### src/oblt_map.svh
// Purpose: offsets, field positions, reset values and counts of the option loader
// Assumes: word-indexed APB map, byte address is four times the index
// Notes:   definitions only
`ifndef OBLT_MAP_SVH
`define OBLT_MAP_SVH

// flash addresses fetched at reset, and the last fetch index
`define OBLT_FA_OPT_MOTOR    8'h01
`define OBLT_FA_OPT_RSVD     8'h02
`define OBLT_FA_OPT_BUS      8'h03
`define OBLT_FA_INFO_TRIM1   8'h21
`define OBLT_FA_INFO_TRIM2   8'h22
`define OBLT_FETCH_LAST      3'h4

// register indices as printed; decode uses the low index byte
`define OBLT_IDX_TRIM1       32'h0FFF_FF25
`define OBLT_IDX_TRIM2       32'hFFFF_FF26
`define OBLT_IDX_INFO1       32'h0000_0021
`define OBLT_IDX_INFO2       32'h0000_0022
`define OBLT_IDX_STATUS      32'h0000_0030
`define OBLT_IDX_BITS        8

// option byte fields and the status done bit
`define OBLT_BIT_MOTOR_EN    2
`define OBLT_BIT_HIGH_OFF    1
`define OBLT_BIT_LOW_OFF     0
`define OBLT_BIT_BUS_WIDE    7
`define OBLT_BIT_LOW_POWER   6
`define OBLT_STAT_DONE       0

// reset values: erased flash reads as all ones; last divider count
`define OBLT_ERASED_BYTE     8'hFF
`define OBLT_DIV_LAST        3'h7

`endif

### src/oblt_pkg.sv
// Purpose: types of the option loader
// Assumes: nothing
// Notes:   loader walks a fixed list of flash bytes
package oblt_pkg;
  typedef enum logic [1:0] {
    ST_FETCH,
    ST_WAIT,
    ST_DONE
  } oblt_state_t;
endpackage

### src/oblt_byte_reg.sv
// Purpose: byte register loaded by hardware and writable by software
// Assumes: load and write never coincide; load wins if they do
// Notes:   one instance per trim register
`timescale 1ns/10ps
`default_nettype none
module oblt_byte_reg #(
  parameter int        W          = 8,
  parameter logic [W-1:0] RESET_VAL = '1
) (
  input  wire logic         mclk,
  input  wire logic         arst_n,
  input  wire logic         loadEn,
  input  wire logic [W-1:0] loadData,
  input  wire logic         writeEn,
  input  wire logic [W-1:0] writeData,
  output logic      [W-1:0] value
);
  logic [W-1:0] value_reg;
  logic [W-1:0] value_next;

  always_comb begin
    value_next = value_reg;
    if (loadEn) begin
      value_next = loadData;
    end else if (writeEn) begin
      value_next = writeData;
    end
  end

  always_ff @(posedge mclk or negedge arst_n) begin
    if (!arst_n) begin
      value_reg <= RESET_VAL;
    end else begin
      value_reg <= value_next;
    end
  end

  assign value = value_reg;
endmodule
`default_nettype wire

### src/oblt_loader.sv
// Purpose: reset-time option byte and oscillator trim loader with APB access
// Assumes: flash answers each held request with one flashAck pulse
// Notes:   any reset kind restarts the fetch; APB stalls until it ends
//
// Design decision made here: the APB interface to the registers.
`timescale 1ns/10ps
`default_nettype none
`include "oblt_map.svh"

module oblt_loader #(
  parameter int AW = 12
) (
  input  wire logic          mclk,
  input  wire logic          arst_n,
  input  wire logic          shortResetReq,
  input  wire logic          stopRecoveryReq,
  input  wire logic          psel,
  input  wire logic          penable,
  input  wire logic          pwrite,
  input  wire logic [AW-1:0] paddr,
  input  wire logic [31:0]   pwdata,
  output logic      [31:0]   prdata,
  output logic               pready,
  output logic               pslverr,
  output logic               flashReq,
  output logic               flashInfoSel,
  output logic      [7:0]    flashAddr,
  input  wire logic [7:0]    flashData,
  input  wire logic          flashAck,
  output logic               cpuRunEnable,
  output logic               motorPinsEnable,
  output logic               highSideOffLevel,
  output logic               lowSideOffLevel,
  output logic               externalBusWideSelect,
  output logic               lowPowerStartup,
  output logic               clockDivEnable,
  output logic               flashAccessWindow,
  output logic      [7:0]    oscillatorTrimOne,
  output logic      [7:0]    oscillatorTrimTwo
);
  import oblt_pkg::*;

  oblt_state_t state_reg;
  oblt_state_t state_next;
  logic [2:0]  idx_reg;
  logic [2:0]  idx_next;
  logic        req_reg;
  logic        req_next;
  logic        info_reg;
  logic        info_next;
  logic [7:0]  addr_reg;
  logic [7:0]  addr_next;
  logic [7:0]  optMotor_reg;
  logic [7:0]  optMotor_next;
  logic [7:0]  optBus_reg;
  logic [7:0]  optBus_next;
  logic [7:0]  factOne_reg;
  logic [7:0]  factOne_next;
  logic [7:0]  factTwo_reg;
  logic [7:0]  factTwo_next;
  logic        done_reg;
  logic        done_next;
  logic        restart;
  logic        trimOneLoad;
  logic        trimTwoLoad;
  logic        lastFetch;

  // any reset kind restarts the load
  assign restart = shortResetReq | stopRecoveryReq;

  assign lastFetch = (idx_reg == `OBLT_FETCH_LAST);

  // fetch sequencer
  always_comb begin
    state_next    = state_reg;
    idx_next      = idx_reg;
    req_next      = req_reg;
    info_next     = info_reg;
    addr_next     = addr_reg;
    optMotor_next = optMotor_reg;
    optBus_next   = optBus_reg;
    factOne_next  = factOne_reg;
    factTwo_next  = factTwo_reg;
    done_next     = done_reg;
    trimOneLoad   = 1'b0;
    trimTwoLoad   = 1'b0;
    if (restart) begin
      state_next = ST_FETCH;
      idx_next   = 3'h0;
      req_next   = 1'b0;
      done_next  = 1'b0;
    end else begin
      case (state_reg)
        ST_FETCH: begin
          req_next   = 1'b1;
          state_next = ST_WAIT;
          case (idx_reg)
            3'h0: begin
              addr_next = `OBLT_FA_OPT_MOTOR;
              info_next = 1'b0;
            end
            3'h1: begin
              addr_next = `OBLT_FA_OPT_RSVD;
              info_next = 1'b0;
            end
            3'h2: begin
              addr_next = `OBLT_FA_OPT_BUS;
              info_next = 1'b0;
            end
            3'h3: begin
              addr_next = `OBLT_FA_INFO_TRIM1;
              info_next = 1'b1;
            end
            default: begin
              addr_next = `OBLT_FA_INFO_TRIM2;
              info_next = 1'b1;
            end
          endcase
        end
        ST_WAIT: begin
          if (flashAck) begin
            req_next = 1'b0;
            // option bytes captured only here, never while running
            case (idx_reg)
              3'h0: begin
                optMotor_next = flashData;
              end
              3'h1: begin
                optMotor_next = optMotor_reg; // reserved byte, all ones expected
              end
              3'h2: begin
                optBus_next = flashData;
              end
              3'h3: begin
                factOne_next = flashData;
                trimOneLoad  = 1'b1;
              end
              default: begin
                factTwo_next = flashData;
                trimTwoLoad  = 1'b1;
              end
            endcase
            if (lastFetch) begin
              state_next = ST_DONE;
              done_next  = 1'b1;
            end else begin
              idx_next   = idx_reg + 3'h1;
              state_next = ST_FETCH;
            end
          end
        end
        ST_DONE: begin
          state_next = ST_DONE;
        end
        default: begin
          state_next = ST_FETCH;
          idx_next   = 3'h0;
          req_next   = 1'b0;
        end
      endcase
    end
  end

  always_ff @(posedge mclk or negedge arst_n) begin
    if (!arst_n) begin
      state_reg    <= ST_FETCH;
      idx_reg      <= 3'h0;
      req_reg      <= 1'b0;
      info_reg     <= 1'b0;
      addr_reg     <= 8'h00;
      optMotor_reg <= `OBLT_ERASED_BYTE;
      optBus_reg   <= `OBLT_ERASED_BYTE;
      factOne_reg  <= `OBLT_ERASED_BYTE;
      factTwo_reg  <= `OBLT_ERASED_BYTE;
      done_reg     <= 1'b0;
    end else begin
      state_reg    <= state_next;
      idx_reg      <= idx_next;
      req_reg      <= req_next;
      info_reg     <= info_next;
      addr_reg     <= addr_next;
      optMotor_reg <= optMotor_next;
      optBus_reg   <= optBus_next;
      factOne_reg  <= factOne_next;
      factTwo_reg  <= factTwo_next;
      done_reg     <= done_next;
    end
  end

  assign flashReq     = req_reg;
  assign flashInfoSel = info_reg;
  assign flashAddr    = addr_reg;
  assign cpuRunEnable = done_reg;

  // decoded configuration; storage has no bus path
  assign motorPinsEnable       = ~optMotor_reg[`OBLT_BIT_MOTOR_EN];
  assign highSideOffLevel      = optMotor_reg[`OBLT_BIT_HIGH_OFF];
  assign lowSideOffLevel       = optMotor_reg[`OBLT_BIT_LOW_OFF];
  assign externalBusWideSelect = optBus_reg[`OBLT_BIT_BUS_WIDE];
  assign lowPowerStartup       = ~optBus_reg[`OBLT_BIT_LOW_POWER];

  // divide-by-eight clock enable for low power start
  logic [2:0] div_reg;
  logic [2:0] div_next;
  logic       divEn_reg;
  logic       divEn_next;

  always_comb begin
    div_next   = div_reg + 3'h1;
    divEn_next = 1'b1;
    if (lowPowerStartup) begin
      divEn_next = (div_next == `OBLT_DIV_LAST);
    end
  end

  always_ff @(posedge mclk or negedge arst_n) begin
    if (!arst_n) begin
      div_reg   <= 3'h0;
      divEn_reg <= 1'b0;
    end else begin
      div_reg   <= div_next;
      divEn_reg <= divEn_next;
    end
  end

  assign clockDivEnable    = divEn_reg;
  assign flashAccessWindow = divEn_reg;

  // apb slave
  logic [`OBLT_IDX_BITS-1:0] regIdx;
  logic        access;
  logic        hitTrimOne;
  logic        hitTrimTwo;
  logic        hitInfoOne;
  logic        hitInfoTwo;
  logic        hitStatus;
  logic        mapped;
  logic [31:0] rdValue;
  logic [31:0] rdata_reg;
  logic [31:0] rdata_next;
  logic        err_reg;
  logic        err_next;
  logic        rdy_reg;
  logic        rdy_next;
  logic        writeOne;
  logic        writeTwo;

  assign regIdx     = paddr[`OBLT_IDX_BITS+1:2];
  assign hitTrimOne = (regIdx == 8'(`OBLT_IDX_TRIM1));
  assign hitTrimTwo = (regIdx == 8'(`OBLT_IDX_TRIM2));
  assign hitInfoOne = (regIdx == 8'(`OBLT_IDX_INFO1));
  assign hitInfoTwo = (regIdx == 8'(`OBLT_IDX_INFO2));
  assign hitStatus  = (regIdx == 8'(`OBLT_IDX_STATUS));
  assign mapped     = hitTrimOne | hitTrimTwo | hitInfoOne | hitInfoTwo | hitStatus;
  assign access     = psel & penable;

  always_comb begin
    rdValue = 32'h0000_0000;
    if (hitTrimOne) begin
      rdValue[7:0] = oscillatorTrimOne;
    end else if (hitTrimTwo) begin
      rdValue[7:0] = oscillatorTrimTwo;
    end else if (hitInfoOne) begin
      rdValue[7:0] = factOne_reg;
    end else if (hitInfoTwo) begin
      rdValue[7:0] = factTwo_reg;
    end else if (hitStatus) begin
      rdValue[`OBLT_STAT_DONE] = done_reg;
    end
  end

  // answer held back until the load is over
  always_comb begin
    rdata_next = rdata_reg;
    err_next   = err_reg;
    rdy_next   = rdy_reg;
    if (restart || (access && rdy_reg)) begin
      rdy_next = 1'b0;
    end else if (psel && done_reg && !rdy_reg) begin
      rdy_next   = 1'b1;
      rdata_next = pwrite ? 32'h0000_0000 : rdValue;
      err_next   = ~mapped;
    end
  end

  always_ff @(posedge mclk or negedge arst_n) begin
    if (!arst_n) begin
      rdata_reg <= 32'h0000_0000;
      err_reg   <= 1'b0;
      rdy_reg   <= 1'b0;
    end else begin
      rdata_reg <= rdata_next;
      err_reg   <= err_next;
      rdy_reg   <= rdy_next;
    end
  end

  assign pready  = access & rdy_reg;
  assign pslverr = access & rdy_reg & err_reg;
  assign prdata  = rdata_reg;

  // info area and status have no write path
  assign writeOne = access & rdy_reg & pwrite & hitTrimOne;
  assign writeTwo = access & rdy_reg & pwrite & hitTrimTwo;

  oblt_byte_reg #(
    .W         (8),
    .RESET_VAL (`OBLT_ERASED_BYTE)
  ) trimOne (
    .mclk      (mclk),
    .arst_n    (arst_n),
    .loadEn    (trimOneLoad),
    .loadData  (flashData),
    .writeEn   (writeOne),
    .writeData (pwdata[7:0]),
    .value     (oscillatorTrimOne)
  );

  oblt_byte_reg #(
    .W         (8),
    .RESET_VAL (`OBLT_ERASED_BYTE)
  ) trimTwo (
    .mclk      (mclk),
    .arst_n    (arst_n),
    .loadEn    (trimTwoLoad),
    .loadData  (flashData),
    .writeEn   (writeTwo),
    .writeData (pwdata[7:0]),
    .value     (oscillatorTrimTwo)
  );
endmodule
`default_nettype wire

### config.mk
export PLATFORM = sky130hd
export DESIGN_NAME = oblt_loader
export DESIGN_NICKNAME = d
export VERILOG_FILES = /design/src/oblt_pkg.sv /design/src/oblt_byte_reg.sv /design/src/oblt_loader.sv
export VERILOG_INCLUDE_DIRS = /design/src /design/src/src
export SDC_FILE = /design/constraint.sdc
export NUM_CORES = 1
export LEC_CHECK = 0
export BUFFER_PORTS_ARGS = -buffer_cell sky130_fd_sc_hd__buf_2
export CAP_MARGIN = 20
export CORE_MARGIN = 2
export CORE_UTILIZATION = 45
export CTS_BUF_LIST = sky130_fd_sc_hd__clkbuf_16
export CTS_CLUSTER_SIZE = 40
export DETAILED_ROUTE_END_ITERATION = 7
export PLACE_DENSITY = 0.77
export SETUP_SLACK_MARGIN = 0.3
export SLEW_MARGIN = 15
export SYNTH_ARGS = -nofsm -noshare
export SYNTH_HDL_FRONTEND = slang
export SYNTH_SLANG_ARGS = --single-unit
export TNS_END_PERCENT = 50
### constraint.sdc
create_clock -name mclk -period 1.5 [get_ports mclk]
set_input_delay 0.3 -clock mclk [delete_from_list [all_inputs] [get_ports mclk]]
set_output_delay 0.3 -clock mclk [all_outputs]
set_load 0.03 [all_outputs]
* After elaboration in Yosys (flattened, before gate mapping)
Index checks and enable logic that the tools add are counted.
W data, S select, Z words.
** Word-level totals
- Flip-flop bits (word level) :: 97
- Input port bits :: 60
- Output and inout port bits :: 68
- Logic and storage cells :: 116
** Operators by class
- Add/sub/neg operators :: 2
- Eq/ne operators :: 16
- Mux-type cells :: 39
- Bitwise logic cells :: 17
- Reductions and logical operators :: 25
** Operators with widths (count)
- $mux W8 :: 8
- $eq A8 B6 Y1 const B :: 5
- $pmux W6 S4 :: 1
- $mux W1 :: 20
- $reduce_and A4 Y1 :: 4
- $reduce_bool A2 Y1 :: 6
- $mux W3 :: 3
- $mux W7 :: 1
- $add A3 B1 Y3 const B :: 2
- $and A1 B1 Y1 :: 6
- $eq A3 B2 Y1 const B :: 2
- $eq A3 B3 Y1 const B :: 2
- $mux W2 :: 3
- $ne A3 B3 Y1 const B :: 2
- $not A1 Y1 :: 6
- $pmux W2 S3 :: 1
- $pmux W3 S2 :: 1
- $reduce_and A2 Y1 :: 3
- $reduce_and A3 Y1 :: 2
- $or A1 B1 Y1 :: 5
- $reduce_or A4 Y1 :: 1
- $eq A3 B1 Y1 const B :: 1
- $logic_and A1 B1 Y1 :: 3
- $logic_not A3 Y1 :: 1
- other kinds (10) :: 10

* Logic depth before layout (Yosys ltp)
Gate-level depths: netlist of run 1.
- Depth after elaboration :: 7
- Mapped depth :: 7
- Gate-level depth less buffers :: 6

* Hierarchy
A second synthesis of run 1 with hierarchy kept.
** Second synthesis, totals
- Cell total of the unflattened synthesis :: 308
- Area total of the unflattened synthesis :: 3304.4 um2
** Modules (own cells, without submodules)
- oblt_loader :: times used 1, cells each 240, area an instance 2538.7 um2, sequential area each 1177.4 um2
- oblt_byte_reg :: times used 2, cells each 34, area an instance 382.9 um2, sequential area each 210.2 um2

* Worst setup path before layout of run 1
Ideal clock, no wire load.
- Kind :: register -> register
- Start :: register idx_reg[2]
- End :: register factOne_reg[3]
- Arrival time :: 1.592 ns
- Path slack :: -0.177 ns
- Cell stages (with the launch flop) :: 7
- Period minus slack after synthesis :: 1.677 ns
- Cells stage by stage :: dfrtp_1 > clkbuf_1 > inv_1 > ha_1 > nand3_1 > buf_2 > mux2_1
** Between the ends
- Word-level cells in the longest chain between the ends :: 2
** Ends and longest elaborated chain
- start, declared :: RTL line oblt_loader.sv:45 : logic [2:0] idx_reg;
- start signal, assigned :: RTL line oblt_loader.sv:178 : idx_reg <= idx_next;
- $eq A3 B2 Y1 :: RTL line oblt_loader.sv:124 : case (idx_reg)
- $reduce_and A4 Y1 (no source line)
- end signal, assigned :: RTL line oblt_loader.sv:173 : factOne_reg <= `OBLT_ERASED_BYTE;
- end signal, assigned :: RTL line oblt_loader.sv:184 : factOne_reg <= factOne_next;
- end, declared :: RTL line oblt_loader.sv:57 : logic [7:0] factOne_reg;
No other way between the ends.
A chain may end at the register's enable or synchronous reset.

* Worst setup path after layout of run 1
- Start :: register state_reg[1]
- End :: register trimOne.value_reg[5] (netlist: trimOne.value[5])
** Between the ends
- Word-level cells in the longest chain between the ends :: 4
** Ends and longest elaborated chain
- start, declared :: RTL line oblt_loader.sv:43 : oblt_state_t state_reg;
- start signal, assigned :: RTL line oblt_loader.sv:177 : state_reg <= state_next;
- $eq A2 B1 Y1 * :: RTL line oblt_loader.sv:93 : case (state_reg)
- $mux W1 * :: RTL line oblt_loader.sv:93
- $mux W1 * :: RTL line oblt_loader.sv:87 : if (restart) begin
- $mux W8 / $reduce_bool A2 Y1 (equally long branches)
- end signal, assigned :: RTL line oblt_byte_reg.sv:34 : value_reg <= value_next;
- end, declared :: RTL line oblt_byte_reg.sv:18 : logic [W-1:0] value_reg;
Mark *: on every way between the ends. The rest lies on a longest branch, timed or not.

==> results.txt, run 1 <==
H-tree levels - 3
Worst Hold End - trimOne.value[4]
total of max-cap violations - 0
Syn Inst Count - 319
clk slew on worst S/H paths - 0.05 ns
Final min period - 1.46 ns
row count - 31
worst hold path class - input port to register
CTS tree - yes
P_leak - 2.26 nW
nets - 502
main flop type after synthesis - dfstp_2
met2 WL - 5.32 mm
fillcell total - 513
gr usage total - 22.7%
die height - 90.6 um
post-route clock skew - 0.00719 ns
reg2reg end - trimOne.value[5]
clk buf depth - 2
Syn Area/Cell - 10.6 um2
met3 WL - 751 um
share of cells above drive strength 1 - 60.0%
Ports - 128
starting density of the core - 46.5%
post-synthesis sequential area ratio - 47.4%
Combinational Power Share - 12.9%
share of total power in sequential cells - 39.3%
Max Slew Vio Count - 0
worst-path maximum fanout - 6
cell internal pwr - 3.35 mW
Clk pwr share - 47.9%
DRC Markers - 0
outcome - complete, no violations
Pwr Total - 4.49 mW
reg2reg start - state_reg[1]
CP cell instances - and3b_1 > buf_6 > buf_12 > nand3_4 > buf_8 > a21oi_2
CP arrival - 1.71 ns
Async SR Flop Fraction - 100%
Cell Pwr Density - 906 nW/um2
total grt overflow - 0
die area - 8200 um2
slowest cell on the critical path - dfrtp_1
Setup Total Neg Slack - 0 ns
Final WS setup - 0.0434 ns
crit-path max cell delay - 0.38 ns
commonest cells after routing, fill and taps aside - buf_2 (64), dfstp_2 (37), buf_4 (37)
vias per cell - 5.74
hold_ws - 0.258 ns
DR pass1 iterations - 5
Yosys warnings - 0
Routed WL per cell - 19.4 um
core footprint - 7250 um2
antenna diode count - 0
Max IR drop VDD - 0.693 mV
placer congestion estimate - 0.866
remaining antenna violation count after routing - 0
Clk Latency, worst-skew pair - 0.33 ns
TritonCTS Buffers - 9
Seq. cell area - 1600 um2
CP Launch Type - register
antenna violations before repair - 0
total detailed-routing wirelength - 10.5 mm
area of the mapped netlist - 3370 um2
Netlist cell types - 52
largest net degree at the start of global routing - 49
fmax - 687 MHz
number of DRC markers in iteration 0 - 215
reg2reg setup slack - 0.04 ns
Final Setup Violations - 0
Hold Startpoint - flashData[4]
reg2reg path depth - 6
commonest non-fill, non-tap cell in the layout - buf_2
first-pass GRT wire length - 14.6 mm
Setup CP Type - register to register
Yosys reg bits - 62
hpwl dp - 6.08 mm
die width - 90.6 um
Vias - 3,094
pre-CTS setup slack - -0.231 ns
multi-input logic area - 2020 um2
sw power - 1.14 mW
Tcrit/Tclk final - 97.1%
endpoints failing hold - 0
Worst EP required - 1.75 ns
clk root buf - clkbuf_16
Sw Ratio - 25.3%
hold path cells - 3
Top Metal Used - met4
Port Buffers - 70
Clock Sink Count - 62
EDFF count, synth - 0
met1 wire length - 4.11 mm
vias in the first global route - 2,910
RSZ-0062 raised after global routing - true
crit end category - register
synthesis-to-finish area growth - 46.9%
## synthesized netlist by cell type, drive strengths merged, types with 9 or more instances
cell   instances  share of area [%]
buf           41                8.3
dfstp         37                 29
a21oi         31                4.6
nor2          27                3.0
dfrtp         25                 19
mux2          24                8.0
a32oi         17                4.4
inv           11                1.2
nand2         11                1.4
a22oi          9                2.0
or2            9                1.7
## layer usage
| layer | global-route usage, % | vias to the layer above |
|---|---|---|
| li1 | - | 1345 |
| met1 | 26.7 | 1544 |
| met2 | 39.1 | 171 |
| met3 | 5.84 | 34 |
| met4 | 10.1 | 0 |
| met5 | 0 | - |
## critical path: cells and delay by family, from the launching register on
family | cells | cell delay, ns
AND/OR/NAND/NOR | 2 | 0.38
flip-flops | 1 | 0.38
AO/OA/AOI/OAI | 1 | 0.17
buffers and inverters | 3 | 0.44
## layout make-up
class                           count  area share, %
Clock inverter                      7           1.64
Timing Repair Buffer              121           17.5
Multi-Input combinational cell    230           40.8
Inverter                           11          0.834
Sequential cell                    62           32.3
Tap cell                           99           2.50
Clock buffer                        9           4.55
## logic make-up after synthesis
| family | count (synthesis) | share of synthesized area [%] |
|---|---|---|
| XOR/XNOR | 1 | 0.260 |
| multiplexers | 25 | 8.31 |
| AND/OR/NAND/NOR | 84 | 14.5 |
| flip-flops | 62 | 47.4 |
| adder cells (fa/ha/maj) | 7 | 2.60 |
| other | 1 | 0.111 |
| buffers and inverters | 58 | 10.2 |
| AO/OA/AOI/OAI | 81 | 16.7 |
## stage by stage
stage               area, um2  utilization, %  instances
floorplan                3610               -        347
global placement         4070            56.0        508
detailed placement       4070            56.0        508
CTS                      4650            64.1        532
global route             4950            68.3        539
finish                   4950            68.3        539
## worst max path at each step
stage	cells past startpoint	end	startpoint
final	6	trimOne.value[5]	state_reg[1]
after global routing	5	factTwo_reg[7]	state_reg[1]
after floorplan	5	prdata[1]	paddr[9]
after global placement	5	prdata[3]	paddr[9]
after detailed placement	7	prdata[3]	paddr[9]
after CTS	5	optMotor_reg[0]	state_reg[1]
## timing repair
action,4_1_cts,5_1_grt
setup endpoints to repair,81,88
gates resized for setup,50,56
hold buffers,1,0
endpoints found under the hold margin,11,0
pin swaps,12,10
gates cloned,1,3
buffers inserted,6,4
## power groups by stage
stage / Combinational (mW) / Sequential [mW] / Clock [mW]
after global routing: 0.612 / 1.77 / 2.26
after detailed placement: 0.516 / 1.78 / 0
after floorplan: 0.293 / 1.85 / 0
after global placement: 0.507 / 1.78 / 0
final: 0.577 / 1.76 / 2.15
after CTS: 0.546 / 1.76 / 2.17
Note: power is estimated with default switching activity, not from simulation.
==> inputs of run 2 (changes only) <==
--- a/config.mk
+++ b/config.mk
@@ -10,7 +10,6 @@
 export CAP_MARGIN = 20
 export CORE_MARGIN = 2
 export CORE_UTILIZATION = 45
-export CTS_BUF_LIST = sky130_fd_sc_hd__clkbuf_16
 export CTS_CLUSTER_SIZE = 40
 export DETAILED_ROUTE_END_ITERATION = 7
 export PLACE_DENSITY = 0.77
==> run 2 against run 1 <==
Combinational power grew 11%. Worst hold slack got worse by 0.010 ns. Register-to-register slack lost 0.04 ns. Largest cell class unchanged. Clock skew grew 0.011 ns. Cell count rose by 0.74%. Global-route usage fell by 1.5 points. Sequential share of layout area shrank 1.2 points. Worst setup slack got worse by 0.036 ns.
==> results.txt, run 2 (synthesis results as in run 1) <==
outcome - complete, no violations
crit end category - register
first-pass GRT wire length - 13.8 mm (-5.6%)
RSZ-0062 raised after global routing - true
nets - 506 (+0.80%)
total detailed-routing wirelength - 10.7 mm (+2.2%)
Final min period - 1.49 ns (+0.0361 ns)
Max Slew Vio Count - 0 (unchanged)
met2 WL - 5.45 mm (+2.5%)
Cell Area, Placed - 4070 um2 (unchanged)
antenna violations before repair - 0 (unchanged)
Top Metal Used - met4
reg2reg path depth - 5 (-1)
clk root buf - clkbuf_8
die width - 90.6 um (unchanged)
Tcrit/Tclk final - 99.5% (+2.4 points)
Max IR drop VDD - 0.551 mV (-21%)
vias in the first global route - 2,799 (-3.8%)
vias per cell - 5.73 (-0.26%)
fmax - 670 MHz (-2.4%)
Worst EP required - 1.74 ns (about the same)
total of max-cap violations - 0 (unchanged)
fillcell total - 487 (-5.1%)
H-tree levels - 3 (unchanged)
sw power - 1.11 mW (-1.9%)
Clock Sink Count - 62 (unchanged)
reg2reg setup slack - 0.007 ns (-0.04 ns)
total grt overflow - 0 (unchanged)
CP arrival - 1.73 ns (+0.02 ns)
CTS tree - yes
remaining antenna violation count after routing - 0 (unchanged)
commonest non-fill, non-tap cell in the layout - buf_6
post-route clock skew - 0.0186 ns (+0.0114 ns)
cell internal pwr - 3.00 mW (-11%)
Util after Layout - 71.0% (+2.7 points)
synthesis-to-finish area growth - 52.7%
crit path from - rdy_reg
die area - 8200 um2 (unchanged)
share of total power in sequential cells - 43.1% (+3.8 points)
worst-path maximum fanout - 10 (+4)
Setup CP Type - register to register
number of DRC markers in iteration 0 - 296 (+38%)
hold path cells - 4 (+1)
endpoints failing hold - 0 (unchanged)
starting density of the core - 46.5% (unchanged)
Combinational Power Share - 15.6% (+2.7 points)
commonest cells after routing, fill and taps aside - buf_6 (47), dfstp_2 (37), buf_4 (36)
reg2reg start - rdy_reg
placer congestion estimate - 0.866 (unchanged)
CP Launch Type - register
Clk Latency, worst-skew pair - 0.35 ns (+0.02 ns)
antenna diode count - 0 (unchanged)
clk slew on worst S/H paths - 0.07 ns (+0.02 ns)
Clk pwr share - 41.3% (-6.6 points)
largest net degree at the start of global routing - 49 (unchanged)
Sw Ratio - 27.1% (+1.8 points)
Hold Startpoint - penable
clk buf depth - 2 (unchanged)
die height - 90.6 um (unchanged)
P_leak - 2.27 nW (+0.48%)
hpwl dp - 6.08 mm (unchanged)
Final Setup Violations - 0 (unchanged)
TritonCTS Buffers - 9 (unchanged)
row count - 31 (unchanged)
hold_ws - 0.248 ns (-0.0101 ns)
worst hold path class - input port to register
Routed WL per cell - 19.7 um (+1.4%)
Port Buffers - 70 (unchanged)
met1 wire length - 4.19 mm (+1.9%)
met3 WL - 733 um (-2.4%)
share of cells above drive strength 1 - 63.3% (+3.3 points)
Cell Pwr Density - 799 nW/um2 (-12%)
Ports - 128 (unchanged)
core footprint - 7250 um2 (unchanged)
final instance area - 5150 um2 (+4.0%)
DR pass1 iterations - 5 (unchanged)
DRC Markers - 0 (unchanged)
gr usage total - 21.2% (-1.5 points)
Vias - 3,109 (+0.48%)
-- run 2: changes by cell type in the layout (fill, tap and decap cells not counted), sizes merged --
cell / before / now
inv: 12 / 11
clkinv: 4 / 2
clkbuf: 9 / 12
buf: 120 / 124
-- run 2: routing by layer --
metal  track usage [%]  vias up
met5                 0        -
met3              5.26       33
li1                  -     1354
met2              35.5      172
met1              26.6     1550
met4              7.69        0
-- run 2: final cells by class --
type	count	area, um2	area share, %
clock buffers	12	155	3.01
clock inverters	4	70.1	1.36
inverters	11	43.8	0.850
multi-input cells	230	2050	39.8
flip-flops and latches	62	1600	31.0
well taps	99	124	2.41
repair buffers	125	1110	21.5
-- run 2: timing repair --
| item | in CTS | in global routing |
|---|---|---|
| setup buffers | 12 | 2 |
| pin swaps | 8 | 17 |
| hold buffers | 1 | 0 |
| endpoints found under the hold margin | 11 | 0 |
| gates cloned | 0 | 4 |
| gates resized for setup | 42 | 175 |
| endpoints found under the setup margin | 91 | 91 |
-- run 2: final timing paths --
kind,endpoint
max reg2reg,prdata[4]
min in group asynchronous,div_reg[1]
min reg2reg,div_reg[2]
max in group asynchronous,trimTwo.value[0]
min,rdy_reg
max,prdata[4]
-- run 2: worst max-delay path: stages, from the launching register on --
cell	delay, ns
dfrtp_1	0.39
buf_6	0.12
nand3b_1	0.20
or2_4	0.32
buf_12	0.15
a32o_2	0.21
-- run 2: metrics by stage --
step | power, mW | setup slack (ns) | cells | setup TNS [ns]
after floorplan | 2.14 | -0.0988 | 347 | -0.687
after detailed placement | 2.30 | -0.231 | 508 | -4.22
after CTS | 3.99 | 0.0131 | 537 | 0
after global placement | 2.29 | -0.205 | 508 | -3.37
after global routing | 4.21 | -0.0427 | 543 | -0.497
final | 4.11 | 0.00729 | 543 | 0
-- run 2: power by group through the flow --
stage,combinational (mW),clock (mW),sequential [mW]
floorplan,0.293,0,1.85
global placement,0.507,0,1.78
detailed placement,0.516,0,1.78
CTS,0.543,1.69,1.76
global route,0.678,1.76,1.78
finish,0.642,1.70,1.77
